### src/include/wtw_cfg.svh
`ifndef WTW_CFG_SVH
`define WTW_CFG_SVH
// sfr addresses of the timer interface
`define WTW_ADDR_DATA_HIGH 8'hab
`define WTW_ADDR_DATA_LOW 8'hac
`define WTW_ADDR_COMMAND 8'had
`define WTW_ADDR_DIVIDER 8'hb5
// reset values
`define WTW_DIVIDER_RESET 8'h1d
`define WTW_DATA_RESET 8'h00
`define WTW_COMMAND_RESET 4'h0
// command register fields
`define WTW_CMD_BUSY_BIT 4
`define WTW_CMD_READ_WD 4'h0
`define WTW_CMD_WRITE_WD 4'h8
`define WTW_CMD_READ_LATCH 4'h2
`define WTW_CMD_WRITE_LATCH 4'ha
`define WTW_CMD_READ_COUNT 4'h3
`define WTW_CMD_STOP_WAKEUP 4'hb
// startup lengths in low-power oscillator cycles
`define WTW_POR_STARTUP 8'd14
`define WTW_WD_STARTUP 8'd12
`endif

### src/include/wtw_pkg.sv
package wtw_pkg;
	// sfr bus request from the cpu
	typedef struct packed {
		logic wr;
		logic rd;
		logic [7:0] addr;
		logic [7:0] wdata;
	} wtw_sfr_req_type;
	// interface unit states
	typedef enum logic [1:0] {
		WTW_IDLE,
		WTW_WAIT_TICK,
		WTW_DONE
	} wtw_state_type;
	// startup sequencer states
	typedef enum logic [1:0] {
		WTW_RUN,
		WTW_START
	} wtw_boot_type;
endpackage : wtw_pkg

### src/core/wtw_timer.sv
`timescale 1ns/10ps
`include "wtw_cfg.svh"
// Contract
// [RL1] tick = low-power osc divided by one plus divider; divider resets to 1d
// [RL2] wakeup and watchdog counters both step once per tick
// [RL3] wakeup is 16 bit down counter; at zero it flags and reloads from latch
// [RL4] wakeup counter disabled after reset, enabled by first latch write
// [RL5] each latch write reloads the wakeup counter from the latch
// [RL6] command 1011 stops the wakeup counter, no data moved
// [RL7] first wakeup after n+1..n+2 ticks, then every n+1 ticks
// [RL8] wakeup sets the poll flag and requests interrupt when enabled
// [RL9] wakeup restarts a stopped main oscillator regardless of enable
// [RL10] watchdog armed on first command write; only reset disarms it
// [RL11] loaded watchdog counts down and resets the chip at zero
// [RL12] command bit 4 reads busy; bits 3..0 read and write
// [RL13] codes: 0000/1000 wd, 0010/1010 latch, 0011 counter read; 16 bits
// [RL14] software writes high byte, low byte, then command when not busy
// [RL15] software reads: command, wait not busy, then high and low byte
// [RL16] software waits for not busy before touching clock power control
// [RL17] capture trigger input carries the low-power osc at half frequency
// [RL18] power-on start runs about 14 low-power osc cycles, then runs
// [RL19] watchdog reset start takes 12 low-power osc cycles
// [RL20] busy holds from command write until the slow-side transfer is done
module wtw_timer
	import wtw_pkg::*;
#(
	parameter int COUNT_W = 16
) (
	input wire logic clk_i, // system clock, 50 mhz
	input wire logic resetn_i, // synchronous reset, active low
	input wire logic clk_en_i, // freezes all state while low
	input wire wtw_sfr_req_type sfr_i, // sfr access from the cpu
	input wire logic osc_lp_i, // low-power oscillator level
	input wire logic wakeup_irq_enable_i, // cpu wakeup interrupt enable
	input wire logic wakeup_irq_clear_i, // software clears the poll flag
	input wire logic main_osc_stopped_i, // main oscillator is in power down
	output logic [7:0] sfr_rdata_o, // read data for the sfr bus
	output logic wakeup_irq_flag_o, // sticky wakeup flag
	output logic wakeup_irq_o, // wakeup interrupt request
	output logic osc_restart_o, // pulse restarting the main oscillator
	output logic capture_trigger_input_o, // low-power osc divided by two
	output logic chip_reset_o, // holds the chip in reset during startup
	output logic wd_reset_cause_o // last reset came from the watchdog
);
	// elaboration check: the sfr data path is exactly two bytes wide
	if (COUNT_W != 16) begin : g_bad_width
		$error("wtw_timer: counters must be 16 bits wide");
	end

	logic [7:0] data_high_reg;
	logic [7:0] data_low_reg;
	logic [3:0] command_reg;
	logic [7:0] divider_reg;
	logic [7:0] div_count_reg;
	logic osc_last_reg;
	logic tick_reg;
	logic half_reg;
	wtw_state_type state_reg;
	logic [COUNT_W-1:0] latch_reg;
	logic [COUNT_W-1:0] wake_count_reg;
	logic wake_on_reg;
	logic wake_event_reg;
	logic [COUNT_W-1:0] wd_count_reg;
	logic wd_armed_reg;
	logic wd_fire_reg;
	wtw_boot_type boot_reg;
	logic [7:0] boot_count_reg;
	logic [7:0] boot_len_reg;
	logic flag_reg;
	logic [7:0] rdata_reg;
	logic osc_edge;
	logic cmd_wr;
	logic busy;
	logic sfr_init;

	// watchdog fires on the tick that would take the count to zero
	localparam logic [COUNT_W-1:0] WD_LAST = COUNT_W'(1);

	// true when the cpu writes the given sfr address
	function automatic logic sfr_hit(input wtw_sfr_req_type r, input logic [7:0] a);
		return r.wr && (r.addr == a);
	endfunction : sfr_hit

	// done cycle of a transfer with the given command code
	function automatic logic done_cmd(input wtw_state_type s, input logic [3:0] c,
		input logic [3:0] code);
		return (s == WTW_DONE) && (c == code);
	endfunction : done_cmd

	// the two data bytes as one word, high byte first
	function automatic logic [15:0] data_word(input logic [7:0] hi, input logic [7:0] lo);
		return {hi, lo};
	endfunction : data_word

	// one step down of a tick counter
	function automatic logic [COUNT_W-1:0] count_down(input logic [COUNT_W-1:0] v);
		return v - COUNT_W'(1);
	endfunction : count_down

	assign osc_edge = osc_lp_i && !osc_last_reg;
	assign cmd_wr = sfr_hit(sfr_i, `WTW_ADDR_COMMAND);
	assign busy = (state_reg != WTW_IDLE); // [RL20]
	assign sfr_init = (boot_reg == WTW_START); // startup restores the sfr reset values

	// oscillator edge detect; reset high so a level already high is no edge
	always_ff @(posedge clk_i) begin
		if (!resetn_i) begin
			osc_last_reg <= 1'b1;
		end else if (clk_en_i) begin
			osc_last_reg <= osc_lp_i;
		end
	end

	// half-rate copy of the oscillator for the capture input
	always_ff @(posedge clk_i) begin
		if (!resetn_i) begin
			half_reg <= 1'b0;
		end else if (clk_en_i && osc_edge) begin
			half_reg <= !half_reg; // [RL17]
		end
	end

	// divider value, written by the cpu, restored by every startup
	always_ff @(posedge clk_i) begin
		if (!resetn_i) begin
			divider_reg <= `WTW_DIVIDER_RESET; // [RL1]
		end else if (clk_en_i) begin
			if (sfr_init) begin
				divider_reg <= `WTW_DIVIDER_RESET; // [RL19]
			end else if (sfr_hit(sfr_i, `WTW_ADDR_DIVIDER)) begin
				divider_reg <= sfr_i.wdata;
			end
		end
	end

	// tick counter: one tick every divider+1 oscillator periods
	always_ff @(posedge clk_i) begin
		if (!resetn_i) begin
			div_count_reg <= 8'h00;
			tick_reg <= 1'b0;
		end else if (clk_en_i) begin
			tick_reg <= 1'b0;
			if (osc_edge) begin
				if (div_count_reg >= divider_reg) begin
					div_count_reg <= 8'h00;
					tick_reg <= 1'b1; // [RL1]
				end else begin
					div_count_reg <= div_count_reg + 8'h01;
				end
			end
		end
	end

	// data bytes; read commands load them at the end of the transfer
	always_ff @(posedge clk_i) begin
		if (!resetn_i) begin
			data_high_reg <= `WTW_DATA_RESET;
			data_low_reg <= `WTW_DATA_RESET;
		end else if (clk_en_i) begin
			if (sfr_hit(sfr_i, `WTW_ADDR_DATA_HIGH)) begin
				data_high_reg <= sfr_i.wdata;
			end
			if (sfr_hit(sfr_i, `WTW_ADDR_DATA_LOW)) begin
				data_low_reg <= sfr_i.wdata;
			end
			if (state_reg == WTW_DONE) begin
				case (command_reg) // [RL13]
					`WTW_CMD_READ_WD: {data_high_reg, data_low_reg} <= wd_count_reg;
					`WTW_CMD_READ_LATCH: {data_high_reg, data_low_reg} <= latch_reg;
					`WTW_CMD_READ_COUNT: {data_high_reg, data_low_reg} <= wake_count_reg;
					default: ;
				endcase
			end
			if (sfr_init) begin
				data_high_reg <= `WTW_DATA_RESET; // [RL19]
				data_low_reg <= `WTW_DATA_RESET;
			end
		end
	end

	// command register and the transfer into the slow tick domain
	always_ff @(posedge clk_i) begin
		if (!resetn_i) begin
			command_reg <= `WTW_COMMAND_RESET;
			state_reg <= WTW_IDLE;
		end else if (clk_en_i) begin
			case (state_reg)
				WTW_IDLE: begin
					if (cmd_wr) begin
						command_reg <= sfr_i.wdata[3:0]; // [RL12]
						state_reg <= WTW_WAIT_TICK; // [RL20]
					end
				end
				WTW_WAIT_TICK: begin
					if (osc_edge) begin
						state_reg <= WTW_DONE;
					end
				end
				WTW_DONE: state_reg <= WTW_IDLE; // [RL20]
				default: state_reg <= WTW_IDLE;
			endcase
			if (sfr_init) begin
				command_reg <= `WTW_COMMAND_RESET; // [RL19]
				state_reg <= WTW_IDLE;
			end
		end
	end

	// wakeup latch and auto-reloading down counter
	always_ff @(posedge clk_i) begin
		if (!resetn_i) begin
			latch_reg <= '0;
			wake_count_reg <= '0;
			wake_on_reg <= 1'b0; // [RL4]
			wake_event_reg <= 1'b0;
		end else if (clk_en_i) begin
			wake_event_reg <= 1'b0;
			if (done_cmd(state_reg, command_reg, `WTW_CMD_WRITE_LATCH)) begin
				latch_reg <= data_word(data_high_reg, data_low_reg);
				wake_count_reg <= data_word(data_high_reg, data_low_reg); // [RL5]
				wake_on_reg <= 1'b1; // [RL4]
			end else if (done_cmd(state_reg, command_reg, `WTW_CMD_STOP_WAKEUP)) begin
				wake_on_reg <= 1'b0; // [RL6]
			end else if (wake_on_reg && tick_reg) begin // [RL2]
				if (wake_count_reg == '0) begin
					wake_count_reg <= latch_reg; // [RL3] [RL7]
					wake_event_reg <= 1'b1;
				end else begin
					wake_count_reg <= count_down(wake_count_reg);
				end
			end
		end
	end

	// sticky wakeup flag; an event in the clearing cycle wins
	always_ff @(posedge clk_i) begin
		if (!resetn_i) begin
			flag_reg <= 1'b0;
		end else if (clk_en_i) begin
			if (wake_event_reg) begin
				flag_reg <= 1'b1; // [RL8] set wins over clear
			end else if (wakeup_irq_clear_i) begin
				flag_reg <= 1'b0;
			end
		end
	end

	// interrupt request while the cpu interrupt is enabled
	always_ff @(posedge clk_i) begin
		if (!resetn_i) begin
			wakeup_irq_o <= 1'b0;
		end else if (clk_en_i) begin
			wakeup_irq_o <= (flag_reg || wake_event_reg) && wakeup_irq_enable_i; // [RL8]
		end
	end

	// restart pulse for a stopped main oscillator, enable ignored
	always_ff @(posedge clk_i) begin
		if (!resetn_i) begin
			osc_restart_o <= 1'b0;
		end else if (clk_en_i) begin
			osc_restart_o <= wake_event_reg && main_osc_stopped_i; // [RL9]
		end
	end

	// watchdog: armed by the first command write, counts down per tick
	always_ff @(posedge clk_i) begin
		if (!resetn_i) begin
			wd_count_reg <= '0;
			wd_armed_reg <= 1'b0;
			wd_fire_reg <= 1'b0;
		end else if (clk_en_i) begin
			wd_fire_reg <= 1'b0;
			if (boot_reg == WTW_START) begin
				wd_armed_reg <= 1'b0; // watchdog reset disarms it too
				wd_count_reg <= '0;
			end else begin
				if (cmd_wr) begin
					wd_armed_reg <= 1'b1; // [RL10]
				end
				if (done_cmd(state_reg, command_reg, `WTW_CMD_WRITE_WD)) begin
					wd_count_reg <= data_word(data_high_reg, data_low_reg); // [RL11]
				end else if (wd_armed_reg && tick_reg) begin // [RL2]
					if (wd_count_reg == '0 || wd_count_reg == WD_LAST) begin
						wd_fire_reg <= 1'b1; // [RL11]
						wd_count_reg <= '0;
					end else begin
						wd_count_reg <= count_down(wd_count_reg);
					end
				end
			end
		end
	end

	// startup sequencer: chip held in reset for a count of osc cycles
	always_ff @(posedge clk_i) begin
		if (!resetn_i) begin
			boot_reg <= WTW_START;
			boot_len_reg <= `WTW_POR_STARTUP; // [RL18]
			boot_count_reg <= 8'h00;
			chip_reset_o <= 1'b1;
			wd_reset_cause_o <= 1'b0;
		end else if (clk_en_i) begin
			case (boot_reg)
				WTW_RUN: begin
					chip_reset_o <= 1'b0;
					if (wd_fire_reg) begin
						boot_reg <= WTW_START;
						boot_len_reg <= `WTW_WD_STARTUP; // [RL19]
						boot_count_reg <= 8'h00;
						chip_reset_o <= 1'b1;
						wd_reset_cause_o <= 1'b1;
					end
				end
				WTW_START: begin
					chip_reset_o <= 1'b1;
					if (osc_edge) begin
						if (boot_count_reg + 8'h01 >= boot_len_reg) begin
							boot_reg <= WTW_RUN; // [RL18] [RL19]
							chip_reset_o <= 1'b0;
						end else begin
							boot_count_reg <= boot_count_reg + 8'h01;
						end
					end
				end
				default: boot_reg <= WTW_START;
			endcase
		end
	end

	// registered sfr read data
	always_ff @(posedge clk_i) begin
		if (!resetn_i) begin
			rdata_reg <= 8'h00;
		end else if (clk_en_i) begin
			case (sfr_i.addr)
				`WTW_ADDR_DATA_HIGH: rdata_reg <= data_high_reg;
				`WTW_ADDR_DATA_LOW: rdata_reg <= data_low_reg;
				`WTW_ADDR_COMMAND: rdata_reg <= {3'h0, busy, command_reg}; // [RL12]
				`WTW_ADDR_DIVIDER: rdata_reg <= divider_reg;
				default: rdata_reg <= 8'h00;
			endcase
		end
	end

	assign sfr_rdata_o = rdata_reg;
	assign wakeup_irq_flag_o = flag_reg;
	assign capture_trigger_input_o = half_reg;
endmodule : wtw_timer

### config.mk
export PLATFORM = sky130hd
export DESIGN_NAME = wtw_timer
export DESIGN_NICKNAME = d
export VERILOG_FILES = /design/src/include/wtw_pkg.sv /design/src/core/wtw_timer.sv
export VERILOG_INCLUDE_DIRS = /design/src /design/src/include
export SDC_FILE = /design/constraint.sdc
export NUM_CORES = 1
export LEC_CHECK = 0
export ABC_AREA = 1
export BUFFER_PORTS_ARGS = -buffer_cell sky130_fd_sc_hd__buf_4
export CAP_MARGIN = 20
export CORE_ASPECT_RATIO = 1.25
export CORE_MARGIN = 3
export CORE_UTILIZATION = 56
export DETAILED_ROUTE_END_ITERATION = 7
export PLACE_DENSITY = 0.79
export SYNTH_ARGS = -nofsm -noshare
export SYNTH_HDL_FRONTEND = slang
export SYNTH_SLANG_ARGS = --single-unit
### constraint.sdc
create_clock -name clk_i -period 1.8 [get_ports clk_i]
set_input_delay 0.18 -clock clk_i [delete_from_list [all_inputs] [get_ports clk_i]]
set_output_delay 0.18 -clock clk_i [all_outputs]
set_load 0.02 [all_outputs]
==> metrics.cfg <==
[pwr]
vdd_drop_max_mv = 0.598
power_leakage_nw = 3.60
power_density_nw_per_um2 = 750
total_power_mw = 6.13

[global_route]
grt_pass1_wl_um = 32700
grt_max_degree = 50
antenna_found_initial = 0
gr-total-overflow = 0
track_usage = 0.298
grt_pass1_vias = 6847

[cts]
htree_levels = 4
cts_tree = yes
cts_made_buffers = 17
clkTransAtPathRegs_ns = 0.06
clk_path_buf_depth = 2
clk_latency_ns = 0.42
cts_num_sinks = 116
root_buffer = clkbuf_16

[synthesis]
yosysWarnings = 0
syn_avg_cell_area_um2 = 6.29
yosysTopAreaCell = dfxtp_1
synth_edf_count = 0
synth_common_cells = nand2_1, nor2_1, inv_1, dfxtp_1, a21oi_1
synth_top_area_share = 0.339
synthMostInstantiatedCell = nand2_1
synth.area.top_cells = dfxtp_1, nand2_1, a21oi_1
seq_area_frac_synth = 0.339
ys_types = 38
synth_area_um2 = 6860
async_flop_share = 0
ys_seq_elements = 116
syn-num-nets = 1131
synth_cells = 1090
synth_top_flop_cell = dfxtp_1

[setup_path]
r2r-start = boot_count_reg[1]$_SDFFE_PN0P_
arrival_ns = 2.17
cp_max_fo = 5
crit_type = reg2reg
setup.worst_path.start = boot_count_reg[1]$_SDFFE_PN0P_
required_ns = 2.11
critPathLaunchType = flop
cp-end-kind = flop

[timing]
rsz0062_at_grt = yes
max_freq_ghz = 0.537
setup_ws_ns = -0.0618
tightest_slew_ns = 0.541
period_minus_slack_ns = 1.86
finalMaxSlewViolations = 0
post-route-period-util = 1.03
finalSetupViolCount = 4
hold_violations = 0
max_slew_margin = 0.639
clock_skew_ns = 0.00686

[place]
dp_hpwl_um = 14000
place_ws_ns = -0.128
io_buffer_count = 37
globalplace.congestion = 0.898

[cells_and_area]
antenna_cells = 0
nets = 1189
fill_cells = 1061
drive_gt1_frac = 0.133
area_growth_syn_to_layout_pct = 19.1

[flow_run]
drv_cap = 0

[floorplanning]
core-area_um2 = 11800
die_h_um = 130
die_area_um2 = 13600
num_rows = 44
io_pins = 39
die_w_um = 105
start_util = 0.582

[min_path]
min_from = osc_lp_i
worstHoldPathType = in2reg

[drt]
ant_nets = 0
first_pass_iters = 6
via_per_inst = 5.62
drcViolationCount = 0
vias = 7432
drt-total-wl_um = 20500
first_iter_violations = 690
wl_per_cell_um = 15.5

[run_status]
violations = setup timing
status = finished, violations left

[final cells by class]
class,count,area (um^2),share of cell area
inverter,121,463,0.0567
clock buffer,19,433,0.0530
sequential,116,2330,0.285
clock inverter,13,136,0.0167
multi-input combinational,812,3980,0.488
tap,161,201,0.0247
timing repair inverter,2,15.0,0.00184
timing repair buffer,78,611,0.0747
[repair_timing]
action                                  in CTS  in global routing
pin swaps                                    3                 11
endpoints found under the setup margin       8                 34
buffers inserted                             0                  1
gates resized for setup                      5                 24
cloned                                       1                  2
hold buffers                                 0                  0
endpoints found under the hold margin        0                  0
[per-stage QoR]
| step | utilization | hold slack (ns) | setup TNS, ns | area (um^2) | std cells |
|---|---|---|---|---|---|
| CTS | 0.685 | 0.00813 | 0 | 8070 | 1319 |
| detailed placement | 0.634 | 0.440 | -0.507 | 7470 | 1286 |
| global placement | 0.634 | 0.432 | -0.192 | 7470 | 1286 |
| global route | 0.694 | 0.0354 | -1.02 | 8170 | 1322 |
| floorplan | - | 0.327 | 0 | 6860 | 1090 |
| finish | 0.694 | 0.0127 | -0.195 | 8170 | 1322 |
[layout by cell type, fill, tap and decap left out, types with 8 or more instances in the layout]
| cell | n |
|---|---|
| o21ai_1 | 9 |
| nor2_2 | 8 |
| a21oi_1 | 114 |
| inv_1 | 114 |
| xor2_1 | 12 |
| buf_4 | 76 |
| a211oi_1 | 9 |
| ha_1 | 13 |
| nand3_1 | 53 |
| clkbuf_16 | 17 |
| dfxtp_1 | 113 |
| nand2_2 | 9 |
| o22ai_1 | 15 |
| nor3_1 | 18 |
| nor2_1 | 131 |
| nand2_1 | 292 |
| o211ai_1 | 18 |
| o21ai_0 | 66 |
| nand4_1 | 10 |
[report_power, final]
group / switching [mW] / total, mW / internal [mW] / leakage, nW
clock network: 1.25 / 3.28 / 2.03 / 0.269
logic: 0.165 / 0.256 / 0.0915 / 2.40
registers: 0.0120 / 2.59 / 2.58 / 0.938
[worst paths after layout]
path / cells past startpoint / endpoint / slack [ns]
worst max register to register: 13 / boot_count_reg[0]$_SDFFE_PN0P_ / -0.06
worst min register to register: 2 / boot_count_reg[7]$_SDFFE_PN0P_ / 0.46
worst max-delay path: 13 / boot_count_reg[0]$_SDFFE_PN0P_ / -0.06
worst min-delay path: 3 / osc_last_reg$_SDFFE_PN1P_ / 0.01
[critical path, cell delays in order (launching register included)]
cell and delay, ns:
dfxtp_4 0.36, ha_4 0.28, inv_4 0.03, ha_4 0.22, a21boi_2 0.13, nor2_1 0.05
nand2_1 0.08, nand2_2 0.07, nor2_4 0.14, nand3_4 0.11, nand2_4 0.12, nand2_2 0.06
nand2_2 0.05, nor2_1 0.04
[routing by layer]
metal | vias to the layer above | global-route usage | part of all wire
met4 | 0 | 0.189 | 0.056
met5 | - | 0 | 0
li1 | 3679 | - | -
met1 | 3313 | 0.352 | 0.39
met3 | 92 | 0.0520 | 0.069
met2 | 348 | 0.505 | 0.49
[cells by family (layout without fill, tap and decap cells)]
logic type      Yosys count  after routing  share of synthesized area
compound gates          243            243                      0.196
xor+xnor                 16             16                     0.0204
fa+ha+maj                16             16                     0.0292
buf+inv                 163            233                     0.0934
flops                   116            116                      0.339
simple gates            536            537                      0.322
Note: power is estimated with default switching activity, not from simulation.
